### config.mk
export PLATFORM = sky130hd
export DESIGN_NAME = pattern_test_rx_monitor
export DESIGN_NICKNAME = d
export VERILOG_FILES = /design/src/bert_rx_pkg.sv /design/src/lock_tracker.sv /design/src/pattern_test_rx_monitor.sv
export SDC_FILE = /design/constraint.sdc
export NUM_CORES = 1
export LEC_CHECK = 0
export BUFFER_PORTS_ARGS = -buffer_cell sky130_fd_sc_hd__buf_2
export CAP_MARGIN = 25
export CELL_PAD_IN_SITES_DETAIL_PLACEMENT = 1
export CELL_PAD_IN_SITES_GLOBAL_PLACEMENT = 1
export CORE_ASPECT_RATIO = 0.8
export CORE_UTILIZATION = 25
export DETAILED_ROUTE_END_ITERATION = 10
export PLACE_DENSITY_LB_ADDON = 0.1
export SETUP_SLACK_MARGIN = 0.1
export SLEW_MARGIN = 10
export SYNTH_ARGS = -nofsm -noshare
export SYNTH_HDL_FRONTEND = slang
export SYNTH_SLANG_ARGS = --single-unit
### constraint.sdc
create_clock -name aclk -period 12 [get_ports aclk]
set_input_delay 2.4 -clock aclk [delete_from_list [all_inputs] [get_ports aclk]]
set_output_delay 2.4 -clock aclk [all_outputs]
set_load 0.01 [all_outputs]
### src/bert_rx_pkg.sv
// Notes on behaviour
// [RULE1] every received data bit advances the 32-bit bit counter by one.
// [RULE2] every received bit that misses the expected pattern advances the error counter.
// [RULE3] both counters stop at all ones and never wrap.
// [RULE4] counting starts at first lock and goes on after lock is lost.
// [RULE5] a low-to-high toggle of the latch-clear bit zeroes both counters.
// [RULE6] host should toggle latch-clear at lock and at period end.
// [RULE7] live lock status rises after 32 consecutive matching bit positions.
// [RULE8] live lock drops when six of 64 bits err; search restarts.
// [RULE9] error-count saturation flag latches, clears on read, sets once per saturation.
// [RULE10] bit-count saturation flag latches, clears on read, sets once per saturation.
// [RULE11] either saturation flag interrupts when its enable and top mask are set.
// [RULE12] bit-error flag latches on errors while locked only, clears on read.
// [RULE13] bit-error flag interrupts when its enable and top mask are set.
// [RULE14] lock-lost flag sets on search start, holds until software reads it; here it is also set while unlocked, and a read clears it only when locked.
// [RULE15] any lock change interrupts with its enable and top mask set.
// [RULE16] all-zeros flag latches after 31 zeros, clears only after a one.
// [RULE17] all-ones flag latches after 31 ones, clears only after a zero.
// [RULE18] error count low byte sits in status bits 15:8, rest next register.
// [RULE19] control bits 13, 14, 15 enable saturation, bit-error, lock-change interrupts.
// [RULE20] counter reads have no side effect; only status flags clear on read.
// [RULE21] clearing the counters re-arms their saturation flags.
package bert_rx_pkg;
  // register indices; byte address is four times the index
  localparam logic [9:0] IDX_CONTROL0 = 10'h070;
  localparam logic [9:0] IDX_PATTERN_LO = 10'h074;
  localparam logic [9:0] IDX_PATTERN_HI = 10'h076;
  localparam logic [9:0] IDX_BIT_COUNT_LO = 10'h078;
  localparam logic [9:0] IDX_BIT_COUNT_HI = 10'h07A;
  localparam logic [9:0] IDX_STATUS = 10'h07C;
  localparam logic [9:0] IDX_ERROR_HIGH = 10'h07E;
  localparam logic [9:0] IDX_TOP_MASK = 10'h090;
  localparam int ADDR_W = 12;
  localparam int REG_W = 16;
  // tester_control0 fields
  localparam int CTL_LATCH_CLEAR = 1;
  localparam int CTL_SAT_IRQ_EN = 13;
  localparam int CTL_BIT_ERR_IRQ_EN = 14;
  localparam int CTL_LOCK_IRQ_EN = 15;
  localparam logic [15:0] CONTROL0_RESET = 16'h0000;
  localparam logic [31:0] PATTERN_RESET = 32'h0000_0000;
  localparam logic TOP_MASK_RESET = 1'b0;
  // status fields
  localparam int ST_SYNC = 0;
  localparam int ST_ERR_SAT = 1;
  localparam int ST_BIT_SAT = 2;
  localparam int ST_BIT_ERR = 3;
  localparam int ST_LOCK_LOST = 4;
  localparam int ST_ALL_ZEROS = 5;
  localparam int ST_ALL_ONES = 6;
  localparam int ST_ERR_LOW = 8;
  // counts
  localparam int BIT_COUNT_W = 32;
  localparam int ERR_COUNT_W = 24;
  localparam int LOCK_MATCH = 32;
  localparam int WINDOW_BITS = 64;
  localparam int WINDOW_ERRS = 6;
  localparam int RUN_LIMIT = 31;
  localparam logic [1:0] RESP_OKAY = 2'b00;
  localparam logic [1:0] RESP_SLVERR = 2'b10;
endpackage : bert_rx_pkg

### src/lock_tracker.sv
module lock_tracker
  import bert_rx_pkg::*;
#(
  parameter int PAT_W = 32,
  parameter int MATCH_N = LOCK_MATCH,
  parameter int WIN_N = WINDOW_BITS,
  parameter int WIN_ERR_N = WINDOW_ERRS
) (
  input wire logic aclk,
  input wire logic aresetn,
  input wire logic bit_valid,
  input wire logic bit_in,
  input wire logic [PAT_W-1:0] pattern,
  output logic locked,
  output logic mismatch,
  output logic search_start
);
  typedef enum logic {SEARCH, LOCKED} lock_state_t;
  localparam int PTR_W = $clog2(PAT_W);
  localparam int MC_W = $clog2(MATCH_N + 1);
  localparam int WC_W = $clog2(WIN_N);
  localparam int WE_W = $clog2(WIN_ERR_N + 1);

  lock_state_t state_ff;
  logic [PTR_W-1:0] ptr_ff;
  logic [MC_W-1:0] match_cnt_ff;
  logic [WC_W-1:0] win_cnt_ff;
  logic [WE_W-1:0] win_err_ff;
  logic miss;
  logic [WE_W-1:0] nxt_win_err;

  assign miss = bit_in != pattern[ptr_ff];
  assign nxt_win_err = win_err_ff + WE_W'(miss);
  assign locked = state_ff == LOCKED;

  always_ff @(posedge aclk) begin
    if (!aresetn) begin
      mismatch <= 1'b0;
    end else begin
      mismatch <= bit_valid & miss;
    end
  end

  // on a miss while hunting the pointer holds, so the phase slips one bit
  always_ff @(posedge aclk) begin
    if (!aresetn) begin
      state_ff <= SEARCH;
      ptr_ff <= '0;
      match_cnt_ff <= '0;
      win_cnt_ff <= '0;
      win_err_ff <= '0;
      search_start <= 1'b0;
    end else begin
      search_start <= 1'b0;
      if (bit_valid) begin
        case (state_ff)
          SEARCH: begin
            if (miss) begin
              match_cnt_ff <= '0;
            end else begin
              ptr_ff <= ptr_ff + PTR_W'(1);
              if (match_cnt_ff == MC_W'(MATCH_N - 1)) begin // see [RULE7]
                state_ff <= LOCKED;
                match_cnt_ff <= '0;
                win_cnt_ff <= '0;
                win_err_ff <= '0;
              end else begin
                match_cnt_ff <= match_cnt_ff + MC_W'(1);
              end
            end
          end
          LOCKED: begin
            ptr_ff <= ptr_ff + PTR_W'(1);
            if (nxt_win_err >= WE_W'(WIN_ERR_N)) begin // see [RULE8]
              state_ff <= SEARCH;
              search_start <= 1'b1;
              win_cnt_ff <= '0;
              win_err_ff <= '0;
            end else if (win_cnt_ff == WC_W'(WIN_N - 1)) begin
              win_cnt_ff <= '0;
              win_err_ff <= '0;
            end else begin
              win_cnt_ff <= win_cnt_ff + WC_W'(1);
              win_err_ff <= nxt_win_err;
            end
          end
          default: begin
            state_ff <= SEARCH;
          end
        endcase
      end
    end
  end
endmodule : lock_tracker

### src/pattern_test_rx_monitor.sv
// Added by the designer: the AXI4-Lite interface to the registers.
module pattern_test_rx_monitor
  import bert_rx_pkg::*;
#(
  parameter int BC_W = BIT_COUNT_W,
  parameter int EC_W = ERR_COUNT_W
) (
  input wire logic aclk,
  input wire logic aresetn,
  input wire logic rx_bit_valid,
  input wire logic rx_bit,
  input wire logic [ADDR_W-1:0] s_axi_awaddr,
  input wire logic [2:0] s_axi_awprot,
  input wire logic s_axi_awvalid,
  output logic s_axi_awready,
  input wire logic [31:0] s_axi_wdata,
  input wire logic [3:0] s_axi_wstrb,
  input wire logic s_axi_wvalid,
  output logic s_axi_wready,
  output logic [1:0] s_axi_bresp,
  output logic s_axi_bvalid,
  input wire logic s_axi_bready,
  input wire logic [ADDR_W-1:0] s_axi_araddr,
  input wire logic [2:0] s_axi_arprot,
  input wire logic s_axi_arvalid,
  output logic s_axi_arready,
  output logic [31:0] s_axi_rdata,
  output logic [1:0] s_axi_rresp,
  output logic s_axi_rvalid,
  input wire logic s_axi_rready,
  output logic irq
);
  // software registers
  logic [15:0] control0_ff;
  logic [31:0] pattern_ff;
  logic top_irq_mask_ff;

  // live status and counters
  logic locked;
  logic mismatch;
  logic search_start;
  logic locked_d_ff;
  logic count_armed_ff;
  logic clear_d_ff;
  logic counter_clear;
  logic [BC_W-1:0] received_bit_count_ff;
  logic [EC_W-1:0] error_bit_count_ff;
  logic bit_count_saturated_ff;
  logic error_count_saturated_ff;
  logic bit_error_seen_ff;
  logic lock_lost_latched_ff;
  logic lock_change_ff;
  logic all_zeros_seen_ff;
  logic all_ones_seen_ff;
  logic [4:0] zero_run_ff;
  logic [4:0] one_run_ff;
  logic bit_d_ff;
  logic bit_valid_d_ff;

  // bus state
  logic aw_hold_ff;
  logic w_hold_ff;
  logic [ADDR_W-1:0] awaddr_ff;
  logic [31:0] wdata_ff;
  logic [3:0] wstrb_ff;
  logic aw_take;
  logic w_take;
  logic wr_fire;
  logic ar_take;
  logic nxt_aw_hold;
  logic nxt_w_hold;
  logic nxt_bvalid;
  logic nxt_rvalid;
  logic [ADDR_W-1:0] wr_addr;
  logic [31:0] wr_data;
  logic [3:0] wr_strb;
  logic [9:0] wr_idx;
  logic [9:0] rd_idx;
  logic wr_addr_ok;
  logic status_read;
  logic [15:0] rd_word;
  logic rd_ok;
  logic [15:0] status_word;
  logic [15:0] nxt_control0;
  logic [15:0] ctl_wdata;

  wire bc_full = &received_bit_count_ff;
  wire ec_full = &error_bit_count_ff;
  wire zero_run_full = zero_run_ff == 5'(RUN_LIMIT);
  wire one_run_full = one_run_ff == 5'(RUN_LIMIT);

  lock_tracker #(
    .PAT_W(32),
    .MATCH_N(LOCK_MATCH),
    .WIN_N(WINDOW_BITS),
    .WIN_ERR_N(WINDOW_ERRS)
  ) u_lock (
    .aclk(aclk),
    .aresetn(aresetn),
    .bit_valid(rx_bit_valid),
    .bit_in(rx_bit),
    .pattern(pattern_ff),
    .locked(locked),
    .mismatch(mismatch),
    .search_start(search_start)
  );

  // write channel: address and data taken in either order
  assign aw_take = s_axi_awvalid & s_axi_awready;
  assign w_take = s_axi_wvalid & s_axi_wready;
  assign wr_addr = aw_hold_ff ? awaddr_ff : s_axi_awaddr;
  assign wr_data = w_hold_ff ? wdata_ff : s_axi_wdata;
  assign wr_strb = w_hold_ff ? wstrb_ff : s_axi_wstrb;
  assign wr_fire = (aw_hold_ff | aw_take) & (w_hold_ff | w_take);
  assign wr_idx = wr_addr[11:2];
  assign nxt_aw_hold = (aw_hold_ff | aw_take) & ~wr_fire;
  assign nxt_w_hold = (w_hold_ff | w_take) & ~wr_fire;
  assign nxt_bvalid = wr_fire | (s_axi_bvalid & ~s_axi_bready);

  always_ff @(posedge aclk) begin
    if (!aresetn) begin
      aw_hold_ff <= 1'b0;
      w_hold_ff <= 1'b0;
      awaddr_ff <= '0;
      wdata_ff <= '0;
      wstrb_ff <= '0;
      s_axi_awready <= 1'b0;
      s_axi_wready <= 1'b0;
      s_axi_bvalid <= 1'b0;
      s_axi_bresp <= RESP_OKAY;
    end else begin
      aw_hold_ff <= nxt_aw_hold;
      w_hold_ff <= nxt_w_hold;
      if (aw_take) begin
        awaddr_ff <= s_axi_awaddr;
      end
      if (w_take) begin
        wdata_ff <= s_axi_wdata;
        wstrb_ff <= s_axi_wstrb;
      end
      s_axi_awready <= ~nxt_aw_hold & ~nxt_bvalid;
      s_axi_wready <= ~nxt_w_hold & ~nxt_bvalid;
      s_axi_bvalid <= nxt_bvalid;
      if (wr_fire) begin
        s_axi_bresp <= wr_addr_ok ? RESP_OKAY : RESP_SLVERR;
      end
    end
  end

  always_comb begin
    case (wr_idx)
      IDX_CONTROL0, IDX_PATTERN_LO, IDX_PATTERN_HI, IDX_TOP_MASK,
      IDX_BIT_COUNT_LO, IDX_BIT_COUNT_HI, IDX_STATUS, IDX_ERROR_HIGH: begin
        wr_addr_ok = 1'b1;
      end
      default: begin
        wr_addr_ok = 1'b0;
      end
    endcase
  end

  // byte lanes: only the low two lanes carry register bits
  assign ctl_wdata = {wr_strb[1] ? wr_data[15:8] : control0_ff[15:8],
                      wr_strb[0] ? wr_data[7:0] : control0_ff[7:0]};
  assign nxt_control0 = (wr_fire && wr_idx == IDX_CONTROL0) ?
                        ctl_wdata : control0_ff;

  always_ff @(posedge aclk) begin
    if (!aresetn) begin
      control0_ff <= CONTROL0_RESET;
    end else begin
      control0_ff <= nxt_control0;
    end
  end

  always_ff @(posedge aclk) begin
    if (!aresetn) begin
      pattern_ff <= PATTERN_RESET;
    end else if (wr_fire && wr_idx == IDX_PATTERN_LO) begin
      if (wr_strb[0]) begin
        pattern_ff[7:0] <= wr_data[7:0];
      end
      if (wr_strb[1]) begin
        pattern_ff[15:8] <= wr_data[15:8];
      end
    end else if (wr_fire && wr_idx == IDX_PATTERN_HI) begin
      if (wr_strb[0]) begin
        pattern_ff[23:16] <= wr_data[7:0];
      end
      if (wr_strb[1]) begin
        pattern_ff[31:24] <= wr_data[15:8];
      end
    end
  end

  always_ff @(posedge aclk) begin
    if (!aresetn) begin
      top_irq_mask_ff <= TOP_MASK_RESET;
    end else if (wr_fire && wr_idx == IDX_TOP_MASK && wr_strb[0]) begin
      top_irq_mask_ff <= wr_data[0];
    end
  end

  // read channel: one read at a time, data one cycle after the address
  assign ar_take = s_axi_arvalid & s_axi_arready;
  assign rd_idx = s_axi_araddr[11:2];
  assign nxt_rvalid = ar_take | (s_axi_rvalid & ~s_axi_rready);
  assign status_read = ar_take && rd_idx == IDX_STATUS; // see [RULE20]

  assign status_word = {error_bit_count_ff[7:0], 1'b0, // see [RULE18]
                        all_ones_seen_ff, all_zeros_seen_ff,
                        lock_lost_latched_ff, bit_error_seen_ff,
                        bit_count_saturated_ff, error_count_saturated_ff,
                        locked};

  always_comb begin
    rd_ok = 1'b1;
    case (rd_idx)
      IDX_CONTROL0: rd_word = control0_ff;
      IDX_PATTERN_LO: rd_word = pattern_ff[15:0];
      IDX_PATTERN_HI: rd_word = pattern_ff[31:16];
      IDX_BIT_COUNT_LO: rd_word = 16'(received_bit_count_ff);
      IDX_BIT_COUNT_HI: rd_word = 16'(received_bit_count_ff >> 16);
      IDX_STATUS: rd_word = status_word;
      IDX_ERROR_HIGH: rd_word = 16'(error_bit_count_ff >> 8); // see [RULE18]
      IDX_TOP_MASK: rd_word = {15'h0000, top_irq_mask_ff};
      default: begin
        rd_word = 16'h0000;
        rd_ok = 1'b0;
      end
    endcase
  end

  always_ff @(posedge aclk) begin
    if (!aresetn) begin
      s_axi_arready <= 1'b0;
      s_axi_rvalid <= 1'b0;
      s_axi_rdata <= 32'h0000_0000;
      s_axi_rresp <= RESP_OKAY;
    end else begin
      s_axi_arready <= ~nxt_rvalid;
      s_axi_rvalid <= nxt_rvalid;
      if (ar_take) begin
        s_axi_rdata <= {16'h0000, rd_word};
        s_axi_rresp <= rd_ok ? RESP_OKAY : RESP_SLVERR;
      end
    end
  end

  // counter clear on the rising edge of the latch-clear bit
  assign counter_clear = control0_ff[CTL_LATCH_CLEAR] & ~clear_d_ff; // see [RULE5]

  always_ff @(posedge aclk) begin
    if (!aresetn) begin
      clear_d_ff <= 1'b0;
      locked_d_ff <= 1'b0;
    end else begin
      clear_d_ff <= control0_ff[CTL_LATCH_CLEAR];
      locked_d_ff <= locked;
    end
  end

  // once armed by lock, counting never pauses on a later loss
  always_ff @(posedge aclk) begin
    if (!aresetn) begin
      count_armed_ff <= 1'b0;
    end else if (locked) begin
      count_armed_ff <= 1'b1; // see [RULE4]
    end
  end

  // mismatch arrives one cycle after its bit, so the bit count is aligned
  always_ff @(posedge aclk) begin
    if (!aresetn) begin
      bit_valid_d_ff <= 1'b0;
      bit_d_ff <= 1'b0;
    end else begin
      bit_valid_d_ff <= rx_bit_valid;
      bit_d_ff <= rx_bit;
    end
  end

  always_ff @(posedge aclk) begin
    if (!aresetn) begin
      received_bit_count_ff <= '0;
    end else if (counter_clear) begin
      received_bit_count_ff <= '0;
    end else if (bit_valid_d_ff && count_armed_ff && !bc_full) begin
      received_bit_count_ff <= received_bit_count_ff + BC_W'(1); // see [RULE1] [RULE3]
    end
  end

  always_ff @(posedge aclk) begin
    if (!aresetn) begin
      error_bit_count_ff <= '0;
    end else if (counter_clear) begin
      error_bit_count_ff <= '0;
    end else if (mismatch && count_armed_ff && !ec_full) begin
      error_bit_count_ff <= error_bit_count_ff + EC_W'(1); // see [RULE2] [RULE3]
    end
  end

  // saturation flags set only on the step into full, so a clear re-arms them
  always_ff @(posedge aclk) begin
    if (!aresetn) begin
      bit_count_saturated_ff <= 1'b0;
      error_count_saturated_ff <= 1'b0;
    end else begin
      bit_count_saturated_ff <= (bit_count_saturated_ff & ~status_read) |
        (bit_valid_d_ff & count_armed_ff & ~counter_clear &
         (received_bit_count_ff == {{(BC_W-1){1'b1}}, 1'b0})); // see [RULE10] [RULE21]
      error_count_saturated_ff <= (error_count_saturated_ff & ~status_read) |
        (mismatch & count_armed_ff & ~counter_clear &
         (error_bit_count_ff == {{(EC_W-1){1'b1}}, 1'b0})); // see [RULE9] [RULE21]
    end
  end

  always_ff @(posedge aclk) begin
    if (!aresetn) begin
      bit_error_seen_ff <= 1'b0;
    end else begin
      bit_error_seen_ff <= (bit_error_seen_ff & ~status_read) |
                           (mismatch & locked_d_ff); // see [RULE12]
    end
  end

  // lock is lost at reset, so the flag starts set
  always_ff @(posedge aclk) begin
    if (!aresetn) begin
      lock_lost_latched_ff <= 1'b1;
      lock_change_ff <= 1'b0;
    end else begin
      lock_lost_latched_ff <= (lock_lost_latched_ff & ~status_read) |
                              search_start | ~locked; // see [RULE14]
      lock_change_ff <= (lock_change_ff & ~status_read) |
                        (locked ^ locked_d_ff); // see [RULE15]
    end
  end

  // run lengths of equal bits, saturating at the alarm limit
  always_ff @(posedge aclk) begin
    if (!aresetn) begin
      zero_run_ff <= '0;
      one_run_ff <= '0;
    end else if (rx_bit_valid) begin
      if (rx_bit) begin
        zero_run_ff <= '0;
        one_run_ff <= one_run_full ? one_run_ff : one_run_ff + 5'(1);
      end else begin
        one_run_ff <= '0;
        zero_run_ff <= zero_run_full ? zero_run_ff : zero_run_ff + 5'(1);
      end
    end
  end

  // a read only clears the alarm once the opposite bit has been seen
  always_ff @(posedge aclk) begin
    if (!aresetn) begin
      all_zeros_seen_ff <= 1'b0;
      all_ones_seen_ff <= 1'b0;
    end else begin
      all_zeros_seen_ff <= zero_run_full |
        (all_zeros_seen_ff & ~(status_read & zero_run_ff == 5'(0))); // see [RULE16]
      all_ones_seen_ff <= one_run_full |
        (all_ones_seen_ff & ~(status_read & one_run_ff == 5'(0))); // see [RULE17]
    end
  end

  always_ff @(posedge aclk) begin
    if (!aresetn) begin
      irq <= 1'b0;
    end else begin
      irq <= top_irq_mask_ff & (
        (control0_ff[CTL_SAT_IRQ_EN] &
         (bit_count_saturated_ff | error_count_saturated_ff)) | // see [RULE11] [RULE19]
        (control0_ff[CTL_BIT_ERR_IRQ_EN] & bit_error_seen_ff) | // see [RULE13] [RULE19]
        (control0_ff[CTL_LOCK_IRQ_EN] & lock_change_ff)); // see [RULE15] [RULE19]
    end
  end

  // protection bits and the previous serial bit carry no meaning here
  wire unused_ok = &{1'b0, s_axi_awprot, s_axi_arprot, bit_d_ff, 1'b0};
endmodule : pattern_test_rx_monitor

==> results.cfg <==
[run_status]
status = completed

[clocking]
cts_buffer_depth = 3
cts.sinks = 203
cts_setup_buffers = 0
cts_hold_buffers = 0
cts_tree = yes
htree_levels = 1
clkTransAtPathRegs_ns = 0.06
numCtsBuffers = 26
cts_root_buffer = clkbuf_16
clk_latency_ns = 0.55
cts_resized = 0

[pwr]
p_leak_nw = 4.22
p_seq_share_pct = 44.3
p_comb_share_pct = 6.3
swShare_pct = 24.7
internal_power_mw = 1.18
powerDensity_mw_per_mm2 = 138
pwr-share-clk_pct = 49.3
vdd.ir_drop.worst_v = 0.0000761
power_mw = 1.57
p_switching_uw = 389

[synthesis]
synth_seq_area_share_pct = 41.5
ys_async_sr_fraction_pct = 0
synth_flop_cell = dfxtp_1
syn_inst = 1128
ys_types = 65
postSynthAreaPerCell_sq_um = 8.69
ys_seq_elements = 203
syn-cell-area_sq_mm = 0.00980
yosys_warnings = 0
synth_edf_count = 0

[timing]
fin_crit_sh_pct = 41.4
rsz0062_at_grt = no
setup_violations = 0
max_freq_ghz = 0.201
hold_viol = 0
skew_ns = 0.0245
relSlewSlack_pct = 40.3
tns_ns = 0
drv_slew = 0
holdWs_ns = 0.428
fin_crit_ns = 4.97
tightest_slew_ns = 0.895

[placement]
routabilityCongestion = 0.734
place_hpwl_mm = 22.8
port_buffers = 70
place_area_sq_mm = 0.0105

[final_layout]
antenna_cells = 0
areaGrowthSynthToFinish_pct = 16.3
drive_above_1_share_pct = 13.2
fin_nets = 1267
design_area_sq_mm = 0.0114
fillers = 4510
multi_input_area_sq_mm = 0.00536
seqCellArea_sq_mm = 0.00406

[worst_setup_path]
r2r_cells = 14
slowest_delay_ns = 0.64
timing.rr.end = u_lock.win_cnt_ff[5]
reg2reg_slack_ns = 7.13
worstPathArrival_ns = 5.37
r2r_start = u_lock.ptr_ff[0]
cp.required_ns = 12.39
crit_slowest_cell = and2_1
cp_cell_sequence = buf_2 -> or3_1 -> nor2_1 -> and2_1 -> nand3_1 -> or4_1 -> a21oi_1 -> nor2_1
critPathKind = in2reg
endpoint = all_ones_seen_ff
critPathMaxFanout = 13
crit_path_start_kind = input pin
path_common_cell = nor2_1
crit_path_start = s_axi_araddr[11]
worstSetupEndpointType = flip-flop

[detailed_routing]
routedWlPerCell_microns = 18.8
drt-initial-drc-count = 430
vias = 8319
via_per_inst = 4.92
wirelength_mm = 31.8
drc = 0
dr.pass1.iters = 6
ant_nets = 0

[die]
die_h_microns = 179
die_area_sq_mm = 0.0400
die_w_microns = 223
start_util_pct = 25.5
core.rowCount = 64
core-area_sq_mm = 0.0384
ios = 117

[worst_hold_path]
hold_path_class = reg2reg

[grt]
grt_pass1_vias = 8223
grt_max_degree = 74
grt_pass1_wl_mm = 49.8
track_usage_pct = 16.1
grt-ovfl-total = 0
antenna_found_initial = 0

[run]
maxCapViolCount = 0
-- per-stage QoR --
stage,worst slack (ns),cells,util [%]
global placement,6.48,1641,27.4
global route,6.76,1690,29.7
detailed placement,6.45,1642,27.4
floorplan,7.47,1145,-
CTS,7.00,1688,29.6
finish,7.03,1690,29.7
-- synth_stat cells, types with 4 or more instances --
cell type  count  area [sq um]
dfxtp_1      203          4060
nor2_1       181           679
nand2_1      122           458
a21oi_1       71           355
mux2i_1       62           621
clkbuf_1      49           184
o21ai_0       36           180
xor2_1        36           315
nand3_1       32           160
a211oi_1      29           218
nand4_1       25           156
inv_1         21          78.8
and3_1        19           119
buf_4         18           135
mux4_2        17           383
ha_1          15           188
or3_1         15          93.8
a221oi_1      14           123
nor3_1        13          65.1
mux2_2        12           135
xnor2_1       12           105
nand2b_1      11          68.8
a22oi_1       10          75.1
a31oi_1       10          62.6
and2_1         8          50.1
and4_1         8          70.1
buf_1          8          30.0
a221o_1        5          50.1
a22o_1         5          43.8
nand3b_1       5          37.5
o22ai_1        4          25.0
-- routing by layer --
| metal | part of all wire, % | wire [microns] | global-route usage, % | vias up |
|---|---|---|---|---|
| met5 | 0 | 0 | 0 | - |
| met4 | 1.4 | 445 | 2.71 | 0 |
| met3 | 2.8 | 906 | 2.18 | 28 |
| met2 | 44 | 14100 | 25.8 | 99 |
| met1 | 51 | 16400 | 23.1 | 4096 |
| li1 | - | - | - | 4096 |
-- power by group through the flow --
stage / combinational [mW] / sequential [mW] / clock [mW]
2_1_floorplan: 0.0665 / 0.709 / 0
6_report: 0.0994 / 0.696 / 0.775
5_1_grt: 0.112 / 0.698 / 0.827
4_1_cts: 0.102 / 0.697 / 0.803
3_3_place_gp: 0.101 / 0.711 / 0
3_5_place_dp: 0.102 / 0.711 / 0
-- worst max-delay path: cells and delay by family --
family / cells / cell delay [ns]
AO/OA/AOI/OAI: 1 / 0.16
buffers and inverters: 1 / 0.09
AND/OR/NAND/NOR: 6 / 2.70
-- worst min path at each step --
| stage | end | from | cells past startpoint |
|---|---|---|---|
| after floorplan | lock_lost_latched_ff | u_lock.search_start | 1 |
| after global placement | lock_lost_latched_ff | u_lock.search_start | 1 |
| after detailed placement | lock_lost_latched_ff | u_lock.search_start | 1 |
| after CTS | lock_lost_latched_ff | u_lock.search_start | 1 |
| after global routing | lock_lost_latched_ff | u_lock.search_start | 1 |
| final | lock_lost_latched_ff | u_lock.search_start | 1 |
-- sequential cells by signal, summed over array words and instances, names as in the netlist, 2 cells and up --
name	flops
pattern_ff	32
received_bit_count_ff	32
error_bit_count_ff	24
control0_ff	16
s_axi_rdata	16
wdata_ff	16
awaddr_ff	10
u_lock.match_cnt_ff	6
u_lock.win_cnt_ff	6
one_run_ff	5
u_lock.ptr_ff	5
zero_run_ff	5
u_lock.win_err_ff	3
wstrb_ff	2
-- logic make-up (layout without fill, tap and decap cells) --
logic type      Yosys count  in the layout  share of synthesized area, %
buf+inv                  99            149                          4.58
compound gates          207            207                          13.9
flops                   203            203                          41.5
xor+xnor                 49             49                          4.57
other cells               1             18                        0.0383
fa+ha+maj                15             15                          1.91
simple gates            463            463                          22.0
mux                      91             91                          11.6
-- cell usage in the layout, fill, tap and decap left out, types with 8 or more instances in the layout --
cell,count
mux2i_1,62
inv_1,20
mux4_2,17
a22oi_1,10
nand2b_1,11
buf_2,71
nand3_1,32
dfxtp_1,203
xnor2_1,12
a211oi_1,29
ha_1,15
or3_1,15
clkbuf_16,26
a221oi_1,14
and4_1,8
and2_1,8
a21oi_1,71
conb_1,18
nand2_1,122
nor3_1,13
and3_1,19
o21ai_0,35
a31oi_1,10
buf_4,9
nor2_1,181
mux2_2,12
xor2_1,36
nand4_1,25
-- layout make-up --
type / instances / share of cell area [%]
Clock buffer: 40 / 6.78
Clock inverter: 6 / 0.582
Tap cell: 495 / 5.43
Inverter: 23 / 0.801
Multi-Input combinational cell: 843 / 47.0
Timing Repair Buffer: 80 / 3.71
Sequential cell: 203 / 35.6
(Power assumes the default switching activity.)
